$ cat src/printer_escape_interpreter_defines.vh
`ifndef PRINTER_ESCAPE_INTERPRETER_DEFINES_VH
`define PRINTER_ESCAPE_INTERPRETER_DEFINES_VH
// Parser states.
`define ST_GROUND 3'h0
`define ST_ESC 3'h1
`define ST_CSI 3'h2
`define ST_SCS 3'h3
`define ST_VSET 3'h4
`define ST_TX 3'h5
`define ST_VTAB 3'h6
`define ST_SKIP 3'h7
// Control and syntax characters.
`define CH_BEL 8'h07
`define CH_BS 8'h08
`define CH_LF 8'h0a
`define CH_VT 8'h0b
`define CH_FF 8'h0c
`define CH_CR 8'h0d
`define CH_ESC 8'h1b
`define CH_SP 8'h20
`define CH_BANG 8'h21
`define CH_TILDE 8'h7e
`define CH_LPAR 8'h28
`define CH_D0 8'h30
`define CH_D9 8'h39
`define CH_SEMI 8'h3b
`define CH_EQ 8'h3d
`define CH_GT 8'h3e
`define CH_QM 8'h3f
`define CH_LBR 8'h5b
`define CH_FIN_LO 8'h40
// Escape finals.
`define F_VTSET 8'h4a
`define F_VTSET_OLD 8'h33
`define F_VTCLR_OLD 8'h34
// Control sequence finals.
`define F_FORM 8'h74
`define F_MARG 8'h72
`define F_TBC 8'h67
`define F_VTS 8'h76
`define F_DA 8'h63
`define F_SETM 8'h68
`define F_RSTM 8'h6c
// Parameter values.
`define PV_ONE 8'h01
`define PV_ALL 8'h04
`define PV_LNM 8'h14
`define NL_CHOICE_LF 2'h2
// Character sets and their selecting letters.
`define CS_US 3'h0
`define CS_GB 3'h1
`define CS_FI 3'h2
`define CS_NO 3'h3
`define CS_SE 3'h4
`define CS_DE 3'h5
`define CS_FR 3'h6
`define L_US 8'h42
`define L_GB 8'h41
`define L_FI 8'h43
`define L_NO 8'h45
`define L_SE 8'h48
`define L_DE 8'h4b
`define L_FR 8'h52
// Code positions that differ between national sets.
`define NC_HASH 8'h23
`define NC_AT 8'h40
`define NC_LO1 8'h5b
`define NC_HI1 8'h5e
`define NC_GRAVE 8'h60
`define NC_LO2 8'h7b
`define NC_HI2 8'h7e
// Reset values and limits.
`define LINE_ONE 8'h01
`define MAX_LINES 8'ha8
`define FORM_RST 8'h42
`define LAST_ANS 3'h4
`endif

$ cat src/printer_escape_interpreter.v
// Operation
// - Form length n sets length n, margins 1..n, active line 1.
// - Margin command sets top and bottom; omitted first keeps top.
// - ESC J or ESC 3 sets vertical tab at active line.
// - CSI 1 g clears the vertical tab at active line only.
// - CSI 4 g or ESC 4 clears every vertical tab stop.
// - CSI v sets tabs at each listed line, up to 16 parameters.
// - ESC = enables alternate keypad mode, ESC > disables it.
// - British set prints pound sign for code 043.
// - National sets differ only at the listed code positions.
// - Character set follows the later of set-up or escape selection; an unknown ESC ( letter in the cycle of a set-up change keeps the old set.
// - Columns and lines count from one, never zero.
// - Printables advance column by one up to 255; line feed advances line by one, or wraps from the bottom margin to the top.
// - Active line moves forward, or back only to the top margin.
// - Head column is committed only when a character prints.
// - When idle, head column is that of the last print and can differ from the tracked column.
// - Bell carries only its active line.
// - Newline mode makes LF, VT and FF also return to left margin.
// - Set-up choice 2 enables newline mode; choices 1 or 3 disable.
// - Parameters are unsigned decimal, leading zeros ok, missing is zero.
// - CSI 20 h enables newline mode, CSI 20 l disables it.
// - Attributes request with no or zero parameter sends the answer.
// - ESC ( letter selects a national character set.
`timescale 1ns/1ps
`include "printer_escape_interpreter_defines.vh"

////////////////////////////////////////////////////////////////////////////
module char_fifo #(
  parameter WIDTH = 8,
  parameter DEPTH = 16,
  parameter AW = 4
) (
  input wire clk, // Clock.
  input wire reset, // Synchronous reset.
  input wire [WIDTH-1:0] inData, // Write data.
  input wire inValid, // Write request.
  output wire inReady, // Room for a word.
  output wire [WIDTH-1:0] outData, // Oldest word.
  input wire outReady, // Reader takes the word.
  output wire outValid // A word is held.
);
  reg [WIDTH-1:0] mem [0:DEPTH-1];
  reg [AW:0] wrPtr_q;
  reg [AW:0] rdPtr_q;
  wire [AW:0] used = wrPtr_q - rdPtr_q;
  assign inReady = (used != DEPTH[AW:0]);
  assign outValid = (used != {(AW+1){1'b0}});
  assign outData = mem[rdPtr_q[AW-1:0]];
  // Pointers carry one extra bit so full and empty stay distinct.
  always @(posedge clk)
  begin
    if (reset)
    begin
      wrPtr_q <= {(AW+1){1'b0}};
      rdPtr_q <= {(AW+1){1'b0}};
    end
    else
    begin
      if (inValid && inReady)
        wrPtr_q <= wrPtr_q + 1'b1;
      if (outValid && outReady)
        rdPtr_q <= rdPtr_q + 1'b1;
    end
  end
  // Storage needs no reset; only words below the write pointer are read.
  always @(posedge clk)
  begin
    if (inValid && inReady)
      mem[wrPtr_q[AW-1:0]] <= inData;
  end
endmodule

////////////////////////////////////////////////////////////////////////////
module printer_escape_interpreter #(
  parameter FIFO_DEPTH = 16,
  parameter FIFO_AW = 4,
  parameter [7:0] ID_CODE = 8'h37 // Arbitrary attribute class code.
) (
  input wire clk, // Clock, 200 MHz.
  input wire reset, // Synchronous reset, active high.
  input wire [7:0] rxData, // Received character.
  input wire rxValid, // Received character valid.
  output wire rxReady, // Buffer has room.
  output reg [7:0] printData, // Code to print.
  output reg [2:0] printSet, // Character set for it.
  output reg printNational, // Code prints a national glyph.
  output reg [7:0] printCol, // Column it prints at.
  output reg [7:0] printLine, // Line it prints on.
  output reg printValid, // Print request.
  input wire printReady, // Print mechanism takes it.
  output reg [7:0] txData, // Answer byte to host.
  output wire txValid, // Answer byte valid.
  input wire txReady, // Transmitter takes it.
  output reg bellPulse, // One-cycle bell.
  output reg [7:0] bellLine, // Line the bell belongs to.
  input wire [1:0] setupNewline, // Operator new line choice.
  input wire [2:0] setupCharset, // Operator character set.
  output reg keypadAlt, // Alternate keypad mode.
  output reg newlineMode, // Linefeed-newline mode.
  output reg [2:0] charSet, // Active character set.
  output reg [7:0] activeCol, // Active column.
  output reg [7:0] activeLine, // Active line.
  output reg [7:0] formLength, // Form length in lines.
  output reg [7:0] topMargin, // Top margin line.
  output reg [7:0] bottomMargin, // Bottom margin line.
  output reg [7:0] headCol, // Column last committed to the head.
  output reg [167:0] vtabStops, // Stop per line, bit 0 is line 1.
  output wire idle // Nothing pending.
);
  reg [2:0] state_q;
  reg [7:0] prm [0:15];
  reg [3:0] pIdx_q;
  reg [3:0] vIdx_q;
  reg [2:0] aIdx_q;
  reg digit_q;
  reg topOmit_q;
  reg priv_q;
  reg [1:0] nl1_q, nl2_q, nl3_q, nlLast_q;
  reg [2:0] cs1_q, cs2_q, cs3_q, csLast_q;
  integer i;
  wire [7:0] c;
  wire fifoValid;
  wire stall = printValid && !printReady;
  wire take = fifoValid && !stall && (state_q <= `ST_SCS
    || state_q == `ST_SKIP);

  char_fifo #(.WIDTH(8), .DEPTH(FIFO_DEPTH), .AW(FIFO_AW)) u_fifo (
    .clk(clk),
    .reset(reset),
    .inData(rxData),
    .inValid(rxValid),
    .inReady(rxReady),
    .outData(c),
    .outReady(take),
    .outValid(fifoValid)
  );

  // Decimal digit accumulation, saturating so long numbers stay large.
  function [7:0] accDigit(input [7:0] acc, input [7:0] ch);
    reg [11:0] s;
    begin
      s = {4'h0, acc} * 12'h00a + {4'h0, ch - `CH_D0};
      accDigit = (s > 12'h0ff) ? 8'hff : s[7:0];
    end
  endfunction

  // Next line down; past the bottom margin it wraps to the top margin.
  function [7:0] nextLine(input [7:0] ln, input [7:0] tm, input [7:0] bm);
    begin
      nextLine = (ln >= bm) ? tm : ln + `LINE_ONE;
    end
  endfunction

  // Positions at which a national set may differ from US ASCII.
  function isNat(input [7:0] ch);
    begin
      isNat = ch == `NC_HASH || ch == `NC_AT || ch == `NC_GRAVE
        || (ch >= `NC_LO1 && ch <= `NC_HI1)
        || (ch >= `NC_LO2 && ch <= `NC_HI2);
    end
  endfunction

  // Answer bytes: escape, bracket, query, class code, final.
  function [7:0] ansByte(input [2:0] k);
    begin
      case (k)
        3'h0: ansByte = `CH_ESC;
        3'h1: ansByte = `CH_LBR;
        3'h2: ansByte = `CH_QM;
        3'h3: ansByte = ID_CODE;
        default: ansByte = `F_DA;
      endcase
    end
  endfunction

  wire [7:0] nl = nextLine(activeLine, topMargin, bottomMargin);
  wire [7:0] p0 = prm[0];
  wire [7:0] vp = prm[vIdx_q];
  // Margin candidates; an omitted first parameter keeps the top.
  wire [7:0] mTop = topOmit_q ? topMargin : p0;
  wire [7:0] mBot = (pIdx_q == 4'h0) ? bottomMargin : prm[1];
  wire mOk = mTop >= `LINE_ONE && mTop <= mBot && mBot <= formLength;
  wire printable = c >= `CH_BANG && c <= `CH_TILDE;
  wire colInc = activeCol != 8'hff;
  assign txValid = (state_q == `ST_TX);
  // Idle once the buffer and printer drain and the parser is in ground state.
  assign idle = state_q == `ST_GROUND && !fifoValid && !printValid;

  // Operator set-up inputs come from the panel; three flops each.
  always @(posedge clk)
  begin
    nl1_q <= setupNewline;
    nl2_q <= nl1_q;
    nl3_q <= nl2_q;
    cs1_q <= setupCharset;
    cs2_q <= cs1_q;
    cs3_q <= cs2_q;
  end

  ////////////////////////////////////////////////////////////////////////
  // Interpreter. Set-up changes are applied first so that an escape
  // sequence taking effect in the same cycle counts as the later one.
  always @(posedge clk)
  begin
    if (reset)
    begin
      state_q <= `ST_GROUND;
      pIdx_q <= 4'h0;
      vIdx_q <= 4'h0;
      aIdx_q <= 3'h0;
      digit_q <= 1'b0;
      topOmit_q <= 1'b0;
      priv_q <= 1'b0;
      for (i = 0; i < 16; i = i + 1)
        prm[i] <= 8'h00;
      nlLast_q <= 2'h0;
      csLast_q <= `CS_US;
      printData <= 8'h00;
      printSet <= `CS_US;
      printNational <= 1'b0;
      printCol <= `LINE_ONE;
      printLine <= `LINE_ONE;
      printValid <= 1'b0;
      txData <= 8'h00;
      bellPulse <= 1'b0;
      bellLine <= `LINE_ONE;
      keypadAlt <= 1'b0;
      newlineMode <= 1'b0;
      charSet <= `CS_US;
      activeCol <= `LINE_ONE;
      activeLine <= `LINE_ONE;
      formLength <= `FORM_RST;
      topMargin <= `LINE_ONE;
      bottomMargin <= `FORM_RST;
      headCol <= `LINE_ONE;
      vtabStops <= 168'h0;
    end
    else
    begin
      bellPulse <= 1'b0;
      if (printReady)
        printValid <= 1'b0;
      if (nl2_q == nl3_q && nl3_q != nlLast_q)
      begin
        nlLast_q <= nl3_q;
        newlineMode <= (nl3_q == `NL_CHOICE_LF);
      end
      if (cs2_q == cs3_q && cs3_q != csLast_q)
      begin
        csLast_q <= cs3_q;
        charSet <= cs3_q;
      end
      case (state_q)
        `ST_GROUND:
          if (take)
          begin
            case (c)
              `CH_ESC: state_q <= `ST_ESC;
              `CH_LF:
              begin
                activeLine <= nl;
                if (newlineMode)
                  activeCol <= `LINE_ONE;
              end
              `CH_VT:
              begin
                state_q <= `ST_VTAB;
                if (newlineMode)
                  activeCol <= `LINE_ONE;
              end
              `CH_FF:
              begin
                activeLine <= topMargin;
                if (newlineMode)
                  activeCol <= `LINE_ONE;
              end
              `CH_CR: activeCol <= `LINE_ONE;
              `CH_BS:
                if (activeCol > `LINE_ONE)
                  activeCol <= activeCol - `LINE_ONE;
              `CH_BEL:
              begin
                bellPulse <= 1'b1;
                bellLine <= activeLine;
              end
              `CH_SP:
                if (colInc)
                  activeCol <= activeCol + `LINE_ONE;
              default:
                if (printable)
                begin
                  printData <= c;
                  printSet <= charSet;
                  printNational <= charSet != `CS_US && isNat(c);
                  printCol <= activeCol;
                  printLine <= activeLine;
                  printValid <= 1'b1;
                  headCol <= activeCol;
                  if (colInc)
                    activeCol <= activeCol + `LINE_ONE;
                end
            endcase
          end
        `ST_ESC:
          if (take)
          begin
            state_q <= `ST_GROUND;
            case (c)
              `CH_LBR:
              begin
                state_q <= `ST_CSI;
                for (i = 0; i < 16; i = i + 1)
                  prm[i] <= 8'h00;
                pIdx_q <= 4'h0;
                digit_q <= 1'b0;
                topOmit_q <= 1'b0;
                priv_q <= 1'b0;
              end
              `CH_LPAR: state_q <= `ST_SCS;
              `F_VTSET, `F_VTSET_OLD:
                vtabStops[activeLine - `LINE_ONE] <= 1'b1;
              `F_VTCLR_OLD: vtabStops <= 168'h0;
              `CH_EQ: keypadAlt <= 1'b1;
              `CH_GT: keypadAlt <= 1'b0;
              default:
                if (c < `CH_D0)
                  state_q <= `ST_SKIP;
            endcase
          end
        `ST_SCS:
          if (take)
          begin
            state_q <= `ST_GROUND;
            case (c)
              `L_US: charSet <= `CS_US;
              `L_GB: charSet <= `CS_GB;
              `L_FI: charSet <= `CS_FI;
              `L_NO: charSet <= `CS_NO;
              `L_SE: charSet <= `CS_SE;
              `L_DE: charSet <= `CS_DE;
              `L_FR: charSet <= `CS_FR;
              default: charSet <= charSet;
            endcase
          end
        `ST_SKIP:
          if (take && c >= `CH_D0)
            state_q <= `ST_GROUND;
        `ST_CSI:
          if (take)
          begin
            if (c >= `CH_D0 && c <= `CH_D9)
            begin
              prm[pIdx_q] <= accDigit(prm[pIdx_q], c);
              digit_q <= 1'b1;
            end
            else if (c == `CH_SEMI)
            begin
              if (pIdx_q == 4'h0 && !digit_q)
                topOmit_q <= 1'b1;
              if (pIdx_q != 4'hf)
                pIdx_q <= pIdx_q + 4'h1;
              digit_q <= 1'b0;
            end
            else if (c == `CH_QM)
              priv_q <= 1'b1;
            else if (c >= `CH_FIN_LO && c <= `CH_TILDE)
            begin
              state_q <= `ST_GROUND;
              if (!priv_q)
                case (c)
                  `F_FORM:
                    if (p0 >= `LINE_ONE && p0 <= `MAX_LINES)
                    begin
                      formLength <= p0;
                      topMargin <= `LINE_ONE;
                      bottomMargin <= p0;
                      activeLine <= `LINE_ONE;
                    end
                  `F_MARG:
                    if (mOk)
                    begin
                      topMargin <= mTop;
                      bottomMargin <= mBot;
                    end
                  `F_TBC:
                    if (p0 == `PV_ONE)
                      vtabStops[activeLine - `LINE_ONE] <= 1'b0;
                    else if (p0 == `PV_ALL)
                      vtabStops <= 168'h0;
                  `F_VTS:
                  begin
                    state_q <= `ST_VSET;
                    vIdx_q <= 4'h0;
                  end
                  `F_DA:
                    if (p0 == 8'h00)
                    begin
                      state_q <= `ST_TX;
                      aIdx_q <= 3'h0;
                      txData <= ansByte(3'h0);
                    end
                  `F_SETM:
                    if (p0 == `PV_LNM)
                      newlineMode <= 1'b1;
                  `F_RSTM:
                    if (p0 == `PV_LNM)
                      newlineMode <= 1'b0;
                  default: state_q <= `ST_GROUND;
                endcase
            end
          end
        `ST_VSET:
        begin
          // One parameter per cycle; lines outside the stop range drop.
          if (vp >= `LINE_ONE && vp <= `MAX_LINES)
            vtabStops[vp - `LINE_ONE] <= 1'b1;
          if (vIdx_q == pIdx_q)
            state_q <= `ST_GROUND;
          vIdx_q <= vIdx_q + 4'h1;
        end
        `ST_TX:
          if (txReady)
          begin
            aIdx_q <= aIdx_q + 3'h1;
            txData <= ansByte(aIdx_q + 3'h1);
            if (aIdx_q == `LAST_ANS)
              state_q <= `ST_GROUND;
          end
        `ST_VTAB:
        begin
          // Step forward a line per cycle to the next stop or top margin.
          activeLine <= nl;
          if (vtabStops[nl - `LINE_ONE] || nl == topMargin)
            state_q <= `ST_GROUND;
        end
        default: state_q <= `ST_GROUND;
      endcase
    end
  end
endmodule

$ cat config.mk
export PLATFORM = sky130hd
export DESIGN_NAME = printer_escape_interpreter
export DESIGN_NICKNAME = d
export VERILOG_FILES = /design/src/printer_escape_interpreter.v
export VERILOG_INCLUDE_DIRS = /design/src
export SDC_FILE = /design/constraint.sdc
export NUM_CORES = 2
export LEC_CHECK = 0
export ABC_AREA = 1
export BUFFER_PORTS_ARGS = -buffer_cell sky130_fd_sc_hd__buf_4
export CAP_MARGIN = 20
export CORE_MARGIN = 10
export CORE_UTILIZATION = 45
export DETAILED_ROUTE_END_ITERATION = 6
export PLACE_DENSITY = 0.74
export SETUP_SLACK_MARGIN = 0.15
export SLEW_MARGIN = 20
export SYNTH_ARGS = -nofsm -noshare
export SYNTH_HDL_FRONTEND = slang
export SYNTH_SLANG_ARGS = --single-unit
export TNS_END_PERCENT = 100
$ cat constraint.sdc
create_clock -name clk -period 8.17 [get_ports clk]
set_input_delay 0 -clock clk [delete_from_list [all_inputs] [get_ports clk]]
set_output_delay 0 -clock clk [all_outputs]
set_load 0.01 [all_outputs]
==> results.md <==
- CTS Buf Count: 69
- Peak supply drop: 0.000352 V
- Core Box Area: 74300 sq um
- Setup crit end kind: register
- CTS tree: done
- Starting Density: 45.3%
- Mapped Nets: 4800
- Antenna viol nets, final: 0
- RSZ-0062 raised after global routing: false
- WL final: 129 mm
- Clk sinks: 572
- Mapped Area: 33700 sq um
- Slew Viols, Final: 0
- Share of cells above drive strength 1: 9.98%
- Synth cell count leaders: 807 x nand2_1, 739 x o21ai_0, 559 x nor2_1
- GRT overflow: 0
- Setup Total Neg Slack: 0 ns
- Syn. warnings: 0
- Cells after Synth: 4703
- Max stage delay cell, worst path: nand2_1
- Placement Cell Area: 36000 sq um
- Post-synthesis cell type count: 58
- Worst-Skew Late Latency: 0.65 ns
- Final instance area: 38700 sq um
- Area grow syn2layout: 14.9%
- Critical path arrival: 6.60 ns
- Final Setup Violations: 0
- DIE HEIGHT: 293 um
- Vias in the first global route: 31.9k
- Final setup skew: 0.0382 ns
- CP most frequent cell: nand2_1
- Pre-Repair DR Iteration Count: 7
- Die X: 293 um
- Hold Path Class: in -> reg
- CP endpoint: state_q[2]$_SDFFE_PP0P_
- # Post-CTS Setup Buffers: 0
- Ys flop type: dfxtp_1
- Yosys reg bits: 572
- # port buffers: 286
- Vias post-DR: 35.0k
- Final design utilization: 52.0%
- Top cells by area, synth: edfxtp_1 23%, dfxtp_1 19%, o21ai_0 11%
- Cell accounting for the most synthesized area: edfxtp_1
- Post-CTS sizing: 0
- Final net count: 4930
- Root buf cell: clkbuf_16
- Tcrit/Tclk final: 74.3%
- CTS clk-pin slew, worst paths: 0.06 ns
- Tot Pwr: 12600 uW
- R2R cell count: 26
- Failing checks: design-rule violations
- Sequential fraction of the synthesis area: 41.6%
- Startpoint Class: register
- Fmax: 165 MHz
- Tmin final: 6.07 ns
- Die area: 86100 sq um
- GPL Wtd Cong: 1.01
- Pin slew with the least headroom to its limit: 1.17 ns
- Critical Path RT: 8.70 ns
- R2r startpoint: activeLine[0]$_SDFFE_PP1P_
- Slowest cell delay on critical path: 0.78 ns
- Global-route wire length before repair: 192 mm
- H-tree depth: 3
- Max Fanout on Critical Path: 77
- Post-synth ARST share: 0%
- Ports: 288
- Starting DRT DRC Count: 5522
- Reg-to-reg slack, setup: 2.10 ns
- Share of the synthesized area in the top cell type: 22.8%
- Worst R2R End: state_q[2]$_SDFFE_PP0P_
- EDFF count, synth: 256
- Hpwl dp: 87.2 mm
- Final-report hold violation count: 0
- Outcome: finished, violations left
- Mean post-synth cell area: 7.16 sq um
- Cell row count: 100
- Critical Path Start: activeLine[0]$_SDFFE_PP1P_
- Leak: 0.0158 uW
- Count leader, synth: nand2_1
- Crit path kind: reg -> reg
- Routed vias/inst: 5.97
- Rel. slew slack: 21.9%
- Power Dens Cells: 325 nW/um^2
- Largest net degree at the start of global routing: 116
- Longest Clk Path Bufs: 3
- Initial antenna violation count: 2
- GRT Overall Usage: 28.3%
- Post-route DRC: 31
- Wire per inst: 22.0 um
- Max Cap Viol: 0
-- logic make-up after synthesis --
kind of cell    after synthesis  share of synthesized area (%)
simple gates               1717                           20.8
flops                       572                           41.6
buf+inv                     796                           9.62
xor+xnor                     47                           1.22
compound gates             1491                           23.7
other cells                   1                         0.0111
fa+ha+maj                    79                           2.98
-- where the power goes --
group          switching, uW  internal (uW)
clock                   1350           1960
combinational           4310           1550
sequential               226           3180
total                   5890           6690
-- worst max-delay path, delay by kind of cell (launching register included) --
kind          cells  cell delay (ns)
fa+ha+maj         2             0.57
simple gates     20             3.16
flops             1             0.50
buf+inv           4             1.69
-- sequential cells by signal, summed over array words and instances, names as in the netlist, 5 cells and up, named ones only --
name and count:
u_fifo.mem 128, u_fifo.rdPtr_q 5, bellLine 8, headCol 8, u_fifo.wrPtr_q 5, topMargin 8
vtabStops 168, activeLine 8, txData 6, activeCol 8, printData 8, printLine 8
prm 128, formLength 8, bottomMargin 8
-- per-stage QoR --
stage | setup WS [ns] | cells | hold slack [ns]
after floorplan | 3.73 | 4703 | 0.0277
after detailed placement | 2.36 | 5712 | 0.106
after CTS | 2.32 | 5857 | 0.0000790
after global placement | 2.58 | 5712 | 0.105
after global routing | 1.79 | 5858 | 0.0151
final | 2.10 | 5859 | 0.0226
-- final cells by class --
class | instances | area, sq um
fillers | 7154 | 35700
multi-input cells | 3335 | 16400
flip-flops and latches | 572 | 14000
repair buffers | 332 | 2560
inverters | 523 | 1970
clock buffers | 94 | 1950
well taps | 969 | 1210
clock inverters | 32 | 487
diodes | 2 | 5.00
-- placed cells by master, fill, tap and decap left out, drive strengths merged, types with 3 or more instances in the layout --
| master | netlist | routed |
|---|---|---|
| a211oi | 8 | 8 |
| a21oi | 492 | 492 |
| a31oi | 35 | 35 |
| buf | 104 | 313 |
| bufinv | 0 | 8 |
| clkbuf | 169 | 94 |
| clkinv | 9 | 29 |
| clkinvlp | 0 | 3 |
| dfxtp | 316 | 316 |
| dlygate4sd3 | 0 | 19 |
| edfxtp | 256 | 256 |
| ha | 77 | 77 |
| inv | 514 | 515 |
| nand2 | 816 | 816 |
| nand3 | 266 | 266 |
| nand3b | 3 | 3 |
| nand4 | 20 | 20 |
| nor2 | 567 | 567 |
| nor3 | 30 | 30 |
| nor4 | 5 | 5 |
| o2111ai | 6 | 6 |
| o211ai | 93 | 93 |
| o21a | 4 | 4 |
| o21ai | 799 | 799 |
| o21bai | 4 | 4 |
| o221ai | 21 | 21 |
| o22ai | 17 | 17 |
| o31ai | 3 | 3 |
| o32ai | 3 | 3 |
| or2 | 6 | 6 |
| xnor2 | 10 | 10 |
| xor2 | 37 | 37 |
-- worst min path at each step --
stage	start	end	slack, ns	cells past startpoint
after detailed placement	setupCharset[2]	cs1_q[2]$_DFF_P_	0.11	1
after global placement	setupCharset[2]	cs1_q[2]$_DFF_P_	0.11	1
after CTS	setupNewline[1]	nl1_q[1]$_DFF_P_	0.00008	2
after floorplan	setupCharset[0]	cs1_q[0]$_DFF_P_	0.03	0
after global routing	setupCharset[1]	cs1_q[1]$_DFF_P_	0.02	2
final	setupCharset[1]	cs1_q[1]$_DFF_P_	0.02	2
-- routing by layer --
layer	GRT usage [%]	vias to the layer above	share of wire, %
li1	-	16100	-
met1	36.0	15900	38
met2	42.5	2428	43
met3	8.72	444	14
met4	15.3	4	5.6
met5	0.696	-	0.063
-- timing repair --
action,4_1_cts,5_1_grt
hold buffers,19,0
endpoints found under the hold margin,169,0
setup endpoints to repair,0,0
No activity file was read; power rests on OpenSTA's default activity.
